<file path="src/stepper_phase_translator_pkg.sv">
// Constants, field layouts and carrier types of the stepper phase translator
package stepper_phase_translator_pkg;

  // ----------------------------------------------------------------
  // Register map (byte addresses)
  // ----------------------------------------------------------------
  localparam logic [11:0] CTRL_OFFSET   = 12'h000;
  localparam logic [11:0] STATUS_OFFSET = 12'h004;

  // ----------------------------------------------------------------
  // Control register fields and reset values
  // ----------------------------------------------------------------
  localparam int          CTRL_PERIOD_LSB   = 0;
  localparam int          CTRL_PERIOD_W     = 16;
  localparam int          CTRL_EXT_OSC_BIT  = 16;
  // 250 MHz / 12500 cycles gives a 20 kHz chopper rate
  localparam logic [15:0] CHOP_PERIOD_RESET = 16'h30D4;
  localparam logic        EXT_OSC_RESET     = 1'b0;

  // ----------------------------------------------------------------
  // Status register fields
  // ----------------------------------------------------------------
  localparam int STAT_STATE_LSB = 0;
  localparam int STAT_HOME_BIT  = 3;
  localparam int STAT_LATCH_LSB = 4;
  localparam int STAT_PHASE_LSB = 6;
  localparam int STAT_INH_LSB   = 10;

  // ----------------------------------------------------------------
  // Translator
  // ----------------------------------------------------------------
  localparam logic [2:0] HOME_STATE = 3'h0;
  localparam logic [2:0] HALF_INC   = 3'h1;
  localparam logic [2:0] FULL_INC   = 3'h2;
  // Phase pattern ABCD per state, state 0 (index 0) in the low nibble
  localparam logic [31:0] STEP_TABLE = 32'h198A2645;
  localparam logic [3:0]  HOME_PHASES = 4'h5;

  // ----------------------------------------------------------------
  // Carrier types
  // ----------------------------------------------------------------
  typedef struct packed {
    logic a;
    logic b;
    logic c;
    logic d;
  } phase_t;

  typedef struct packed {
    logic ab_n;
    logic cd_n;
  } inhibit_t;

endpackage : stepper_phase_translator_pkg

</file>
<file path="src/stepper_phase_translator.sv">
// Stepper translator with dual chopper and APB control/status registers
//
// The APB register port and the address map were decided locally.
module stepper_phase_translator (
  // Clock and reset
  input  wire logic                                pclk,
  input  wire logic                                presetn,
  // APB slave
  input  wire logic                                psel,
  input  wire logic                                penable,
  input  wire logic                                pwrite,
  input  wire logic [11:0]                         paddr,
  input  wire logic [31:0]                         pwdata,
  output logic      [31:0]                         prdata,
  output logic                                     pready,
  output logic                                     pslverr,
  // Host step interface
  input  wire logic                                step_n,
  input  wire logic                                rotation_sense,
  input  wire logic                                step_size_select,
  input  wire logic                                enable,
  input  wire logic                                reset_n,
  input  wire logic                                chop_target_select,
  // Peak current comparators
  input  wire logic                                current_feedback_ab,
  input  wire logic                                current_feedback_cd,
  // Bridge drive
  output stepper_phase_translator_pkg::phase_t     phase_drive,
  output stepper_phase_translator_pkg::inhibit_t   inhibit_drive,
  // Home flag, open collector pin
  input  wire logic                                initial_state_flag_in,
  output logic                                     initial_state_flag_out,
  output logic                                     initial_state_flag_oe,
  // Shared chopper oscillator pin
  input  wire logic                                chopper_osc_pin_in,
  output logic                                     chopper_osc_pin_out,
  output logic                                     chopper_osc_pin_oe
);

  // ----------------------------------------------------------------
  // Registers
  // ----------------------------------------------------------------
  logic [15:0] chop_period_q;
  logic        ext_osc_q;
  logic [2:0]  state_q;
  logic [2:0]  state_d;
  logic        step_prev_q;
  logic        dir_meta_q;
  logic        dir_sync_q;
  logic [15:0] osc_cnt_q;
  logic [15:0] osc_cnt_d;
  logic        osc_in_prev_q;
  logic        chop_latch_ab;
  logic        chop_latch_cd;
  logic        pready_q;
  logic [31:0] prdata_q;
  logic        pslverr_q;
  stepper_phase_translator_pkg::phase_t   phase_q;
  stepper_phase_translator_pkg::inhibit_t inhibit_q;
  logic        home_oe_q;
  logic        osc_out_q;
  logic        osc_oe_q;

  // ----------------------------------------------------------------
  // APB decode
  // ----------------------------------------------------------------
  wire logic        apb_access = psel & penable & ~pready_q;
  wire logic        sel_ctrl   = (paddr == stepper_phase_translator_pkg::CTRL_OFFSET);
  wire logic        sel_status = (paddr == stepper_phase_translator_pkg::STATUS_OFFSET);
  wire logic        unmapped   = ~sel_ctrl & ~sel_status;
  wire logic        ctrl_write = apb_access & pwrite & sel_ctrl;
  logic      [31:0] ctrl_word;
  logic      [31:0] status_word;
  logic      [31:0] read_word;

  always_comb begin
    ctrl_word = 32'h0000_0000;
    ctrl_word[stepper_phase_translator_pkg::CTRL_PERIOD_LSB +: 16] = chop_period_q;
    ctrl_word[stepper_phase_translator_pkg::CTRL_EXT_OSC_BIT]      = ext_osc_q;
    status_word = 32'h0000_0000;
    status_word[stepper_phase_translator_pkg::STAT_STATE_LSB +: 3] = state_q;
    status_word[stepper_phase_translator_pkg::STAT_HOME_BIT]       = initial_state_flag_in;
    status_word[stepper_phase_translator_pkg::STAT_LATCH_LSB +: 2] = {chop_latch_ab,
                                                                      chop_latch_cd};
    status_word[stepper_phase_translator_pkg::STAT_PHASE_LSB +: 4] = phase_q;
    status_word[stepper_phase_translator_pkg::STAT_INH_LSB +: 2]   = inhibit_q;
  end

  assign read_word = sel_ctrl ? ctrl_word : (sel_status ? status_word : 32'h0000_0000);

  always_ff @(posedge pclk or negedge presetn) begin
    if (!presetn) begin
      pready_q  <= 1'b0;
      prdata_q  <= 32'h0000_0000;
      pslverr_q <= 1'b0;
    end else begin
      pready_q  <= apb_access;
      pslverr_q <= apb_access & unmapped;
      if (apb_access && !pwrite) begin
        prdata_q <= read_word;
      end
    end
  end

  always_ff @(posedge pclk or negedge presetn) begin
    if (!presetn) begin
      chop_period_q <= stepper_phase_translator_pkg::CHOP_PERIOD_RESET;
      ext_osc_q     <= stepper_phase_translator_pkg::EXT_OSC_RESET;
    end else if (ctrl_write) begin
      chop_period_q <= pwdata[stepper_phase_translator_pkg::CTRL_PERIOD_LSB +: 16];
      ext_osc_q     <= pwdata[stepper_phase_translator_pkg::CTRL_EXT_OSC_BIT];
    end
  end

  // ----------------------------------------------------------------
  // Translator
  // ----------------------------------------------------------------
  wire logic       step_rise = step_n & ~step_prev_q;
  wire logic [2:0] step_inc  = step_size_select ? stepper_phase_translator_pkg::HALF_INC
                                                : stepper_phase_translator_pkg::FULL_INC;

  // Full step keeps parity: even start gives two-phase-on, odd start gives wave
  always_comb begin
    state_d = state_q;
    if (!reset_n) begin
      state_d = stepper_phase_translator_pkg::HOME_STATE;
    end else if (step_rise) begin
      if (dir_sync_q) begin
        state_d = state_q - step_inc;
      end else begin
        state_d = state_q + step_inc;
      end
    end
  end

  always_ff @(posedge pclk or negedge presetn) begin
    if (!presetn) begin
      state_q     <= stepper_phase_translator_pkg::HOME_STATE;
      step_prev_q <= 1'b1;
      dir_meta_q  <= 1'b0;
      dir_sync_q  <= 1'b0;
    end else begin
      state_q     <= state_d;
      step_prev_q <= step_n;
      dir_meta_q  <= rotation_sense;
      dir_sync_q  <= dir_meta_q;
    end
  end

  // ----------------------------------------------------------------
  // Chopper oscillator on the shared pin
  // ----------------------------------------------------------------
  wire logic osc_wrap  = (osc_cnt_q >= chop_period_q - 16'h0001) | (chop_period_q == 16'h0000);
  wire logic ext_pulse = chopper_osc_pin_in & ~osc_in_prev_q;
  wire logic osc_pulse = ext_osc_q ? ext_pulse : osc_wrap;

  assign osc_cnt_d = (osc_wrap | ext_osc_q) ? 16'h0000 : osc_cnt_q + 16'h0001;

  always_ff @(posedge pclk or negedge presetn) begin
    if (!presetn) begin
      osc_cnt_q     <= 16'h0000;
      osc_in_prev_q <= 1'b0;
      osc_out_q     <= 1'b0;
      osc_oe_q      <= 1'b0;
    end else begin
      osc_cnt_q     <= osc_cnt_d;
      osc_in_prev_q <= chopper_osc_pin_in;
      osc_out_q     <= ~ext_osc_q & osc_wrap;
      osc_oe_q      <= ~ext_osc_q;
    end
  end

  // ----------------------------------------------------------------
  // Chop latches: oscillator pulse sets, peak current clears
  // ----------------------------------------------------------------
  always_ff @(posedge pclk or negedge presetn) begin
    if (!presetn) begin
      chop_latch_ab <= 1'b1;
      chop_latch_cd <= 1'b1;
    end else begin
      chop_latch_ab <= osc_pulse | (chop_latch_ab & ~current_feedback_ab);
      chop_latch_cd <= osc_pulse | (chop_latch_cd & ~current_feedback_cd);
    end
  end

  // ----------------------------------------------------------------
  // Output shaping
  // ----------------------------------------------------------------
  wire logic [3:0] base_phase = stepper_phase_translator_pkg::STEP_TABLE[{state_d, 2'b00} +: 4];
  wire logic       pair_ab_on = base_phase[3] | base_phase[2];
  wire logic       pair_cd_on = base_phase[1] | base_phase[0];
  wire logic       chop_phase = chop_target_select;
  // Idle pair inhibited; even states energise both, so both stay high unless inhibit-chopped
  wire logic       inh_ab_n   = pair_ab_on & (chop_phase | chop_latch_ab);
  wire logic       inh_cd_n   = pair_cd_on & (chop_phase | chop_latch_cd);
  // Chopped phase pair turns both lines on instead of dropping the active one
  wire logic       fill_ab    = chop_phase & ~chop_latch_ab & pair_ab_on;
  wire logic       fill_cd    = chop_phase & ~chop_latch_cd & pair_cd_on;
  wire logic [3:0] out_phase  = base_phase | {fill_ab, fill_ab, fill_cd, fill_cd};

  always_ff @(posedge pclk or negedge presetn) begin
    if (!presetn) begin
      phase_q   <= '0;
      inhibit_q <= '0;
      home_oe_q <= 1'b0;
    end else begin
      phase_q   <= enable ? out_phase : 4'h0;
      inhibit_q <= enable ? {inh_ab_n, inh_cd_n} : 2'b00;
      home_oe_q <= (base_phase != stepper_phase_translator_pkg::HOME_PHASES);
    end
  end

  assign phase_drive            = phase_q;
  assign inhibit_drive          = inhibit_q;
  assign initial_state_flag_out = 1'b0;
  assign initial_state_flag_oe  = home_oe_q;
  assign chopper_osc_pin_out    = osc_out_q;
  assign chopper_osc_pin_oe     = osc_oe_q;
  assign prdata                 = prdata_q;
  assign pready                 = pready_q;
  assign pslverr                = pslverr_q;

endmodule : stepper_phase_translator

</file>
<file path="config.mk">
export PLATFORM = sky130hd
export DESIGN_NAME = stepper_phase_translator
export DESIGN_NICKNAME = d
export VERILOG_FILES = /design/src/stepper_phase_translator_pkg.sv /design/src/stepper_phase_translator.sv
export SDC_FILE = /design/constraint.sdc
export NUM_CORES = 1
export LEC_CHECK = 0
export BUFFER_PORTS_ARGS = -buffer_cell sky130_fd_sc_hd__buf_2
export CORE_MARGIN = 2
export CORE_UTILIZATION = 52
export CTS_CLUSTER_SIZE = 24
export DETAILED_ROUTE_END_ITERATION = 10
export GPL_TIMING_DRIVEN = 0
export PLACE_DENSITY_LB_ADDON = 0.05
export SLEW_MARGIN = 20
export SYNTH_ARGS = -nofsm -noshare
export SYNTH_HDL_FRONTEND = slang
export SYNTH_SLANG_ARGS = --single-unit
</file>
<file path="constraint.sdc">
create_clock -name pclk -period 4.1 [get_ports pclk]
set_input_delay 0.41 -clock pclk [delete_from_list [all_inputs] [get_ports pclk]]
set_output_delay 0.41 -clock pclk [all_outputs]
set_load 0.005 [all_outputs]
</file>
==> impl_metrics.toml <==
[power]
finalPower_mw = 1.39
swShare_pct = 23.1
p_int_mw = 1.07
powerDensity_mw_per_mm2 = 316
power_frac_clock_pct = 40.9
ir_drop_v = 0.000209
p_leak_nw = 2.24
combinationalPowerShare_pct = 7.8
power_switching_mw = 0.322
p_seq_share_pct = 51.3

[detailed_routing]
ant_nets = 0
drt-pass1-iter-count = 6
finalWirelength_mm = 7.70
drc = 0
first_iter_violations = 126
routedWlPerCell_um = 14.1
via_per_inst = 5.05
vias = 2752

[timing]
fin_crit_ns = 3.88
skew_ns = 0.0103
hold_ws_ns = 0.160
rsz0062_at_grt = "no"
worst_slew_pin_slew_ns = 0.704
fin_crit_sh_pct = 94.7
fin_ws_ns = 0.217
tns_ns = 0
setup_viol = 0
fmax_mhz = 258
slew_viol_final = 0
hold_violations = 0
max_slew_margin_pct = 53.1

[synth]
ys_seq_area_share_pct = 48.4
syn_avg_cell_area_um2 = 10.5
ys_warn_count = 0
synth_cell_types = 44
synth.largest_area_cell = "dfrtp_1"
async_flop_share_pct = 100
ys_top_cells_by_area = "dfrtp_1, ha_1, dfstp_2, mux2_2, xnor2_1"
synth_edf_count = 0
synthCells = 346
synthDominantCellAreaShare_pct = 41.9
ys_ff_latch = 70
synth_area_mm2 = 0.00364
ys.flop_type = "dfrtp_1"

[clocking]
cts_buffers = 9
clk_latency_ns = 0.35
cts.clk_slew.worst_paths_ns = 0.07
cts_root_buffer = "clkbuf_8"
h-tree-depth = 3
cts_tree = "yes"
clockBufferDepth = 2
cts_num_sinks = 70

[placed_design]
post_dp_cell_area_mm2 = 0.00420
io_buffers = 70
pre_cts_ws_ns = 0.178
dp.cells = 528
dp_hpwl_mm = 5.86
gp_congestion = 0.815

[worst_setup_path]
crit_family = "simple AND/OR/NAND/NOR gates"
cpPeakStageDelay_ns = 0.46
crit_top_cell = "or3_1"
path_buf_inv = 2
arrival_ns = 4.16
cp-end-kind = "flop"
criticalPathCategory = "flop to flop"
crit_chain = "or3_4, or2_2, or3_1, or3_1, xor2_1, ha_1, and3_1, a221oi_2, o22ai_2, or4_1, buf_2, buf_6, nor2_1"
cp_slowest_cell = "or4_1"
start_kind = "flop"
worstPathRequired_ns = 4.38
crit_path_max_fanout = 10

[global_routing]
grt_overflow = 0
grt_pass1_vias = 2727
grt_pass1_wl_mm = 12.8
antenna_found_initial = 0
grt_max_degree = 49
grt_usage_pct = 21.8

[final_layout]
antennaDiodeCount = 0
design_area_mm2 = 0.00441
drive_gt1_share_pct = 30.1
postLayoutCoreUtil_pct = 65.0
nFillCells = 612
fin_cells = 545
syn_to_final_growth_pct = 21.3
nets = 523

[die]
fp.dieH_um = 87.7
start_util_pct = 53.6
die_w_um = 87.7
io_pins = 103
core_area_mm2 = 0.00679
rows = 30
dieArea_mm2 = 0.00769

[min_path]
hold_class = "primary input to flop"

[flow_run]
maxCapViolations = 0

[status]
status = "finished, final reports clean"
==> logic make-up after synthesis <==
logic type	share of synthesized area, %
DFF	48.4
adders and majority gates	7.08
other	0.103
AOI/OAI and AO/OA	7.05
muxes	7.91
xor gates and xnor gates	7.46
and+or+nand+nor	16.2
buffers and inverters	5.81
==> power by group through the flow <==
stage               Clock (mW)  Sequential [mW]  Combinational [mW]
finish                   0.571            0.715               0.108
global route             0.613            0.716               0.123
CTS                      0.584            0.715               0.109
detailed placement           0            0.728               0.108
global placement             0            0.728               0.102
floorplan                    0            0.727              0.0503
==> synth_stat cells (4+ instances only) <==
cell type / instances
nand3_1: 10
o21ai_0: 21
clkbuf_1: 6
nor3_1: 7
mux2i_1: 13
dfrtp_1: 61
buf_4: 16
inv_1: 13
nand4_1: 4
nand2b_1: 5
and3_1: 5
nand2_1: 30
mux2_2: 14
xor2_1: 14
dfstp_2: 9
xnor2_1: 17
ha_1: 19
a22o_1: 5
nor2_1: 34
a21oi_1: 9
==> registers in the layout (all words and copies together) (netlist names) <==
name,count
osc_in_prev_q,1
phase_drive,4
chop_latch_cd,1
state_q,3
osc_cnt_q,16
pslverr,1
prdata,17
chopper_osc_pin_oe,1
chopper_osc_pin_out,1
step_prev_q,1
chop_period_q,16
initial_state_flag_oe,1
ext_osc_q,1
chop_latch_ab,1
dir_sync_q,1
inhibit_drive,2
dir_meta_q,1
pready,1
==> layout by cell type, fill, tap and decap left out, drive strengths merged, types with 4 or more instances in the layout <==
| cell type | Yosys | layout |
|---|---|---|
| a21oi | 9 | 9 |
| a22o | 5 | 5 |
| and3 | 5 | 5 |
| buf | 19 | 90 |
| clkbuf | 6 | 19 |
| conb | 1 | 16 |
| dfrtp | 61 | 61 |
| dfstp | 9 | 9 |
| ha | 19 | 19 |
| inv | 13 | 13 |
| mux2 | 14 | 14 |
| mux2i | 13 | 13 |
| nand2 | 30 | 30 |
| nand2b | 5 | 5 |
| nand3 | 10 | 10 |
| nand4 | 4 | 4 |
| nor2 | 34 | 34 |
| nor3 | 8 | 8 |
| o21ai | 21 | 21 |
| or3 | 4 | 4 |
| or4 | 4 | 4 |
| xnor2 | 17 | 17 |
| xor2 | 14 | 14 |
==> path summary, 6_finish.rpt <==
| kind | from | to | slack, ns | depth (start not counted) |
|---|---|---|---|---|
| setup / recovery | chop_period_q[3]$_DFFE_PN0P_ | osc_cnt_q[11]$_DFF_PN0_ | 0.22 | 13 |
| hold / removal | rotation_sense | dir_meta_q$_DFF_PN0_ | 0.16 | 1 |
| setup reg to reg | chop_period_q[3]$_DFFE_PN0P_ | osc_cnt_q[11]$_DFF_PN0_ | 0.22 | 13 |
| hold reg to reg | dir_meta_q$_DFF_PN0_ | dir_sync_q$_DFF_PN0_ | 0.37 | 0 |
| max in group asynchronous | presetn | chop_period_q[4]$_DFFE_PN1P_ | 3.01 | 3 |
| min in group asynchronous | presetn | osc_cnt_q[13]$_DFF_PN0_ | 0.50 | 2 |
==> area by class of cell <==
class / instances / area [um2] / area share, %
well taps: 96 / 120 / 2.72
repair buffers: 72 / 390 / 8.84
clock buffers: 13 / 159 / 3.60
plain buffers: 25 / 163 / 3.68
multi-input cells: 253 / 1730 / 39.1
clock inverters: 3 / 42.5 / 0.964
flip-flops and latches: 70 / 1760 / 39.9
inverters: 13 / 48.8 / 1.11
==> routing by layer <==
metal	vias up	global-route usage (%)	share of wire, %
met4	0	6.85	1.8
met2	80	33.5	45
met1	1302	30.0	48
met3	15	6.41	5.4
li1	1355	-	-
met5	-	0	0
==> what timing repair did <==
item,4_1_cts,5_1_grt
setup endpoints to repair,0,8
hold buffers,1,0
resized for setup,0,1
setup buffers,0,0
endpoints found under the hold margin,21,0
No activity file was read; power rests on OpenSTA's default activity.
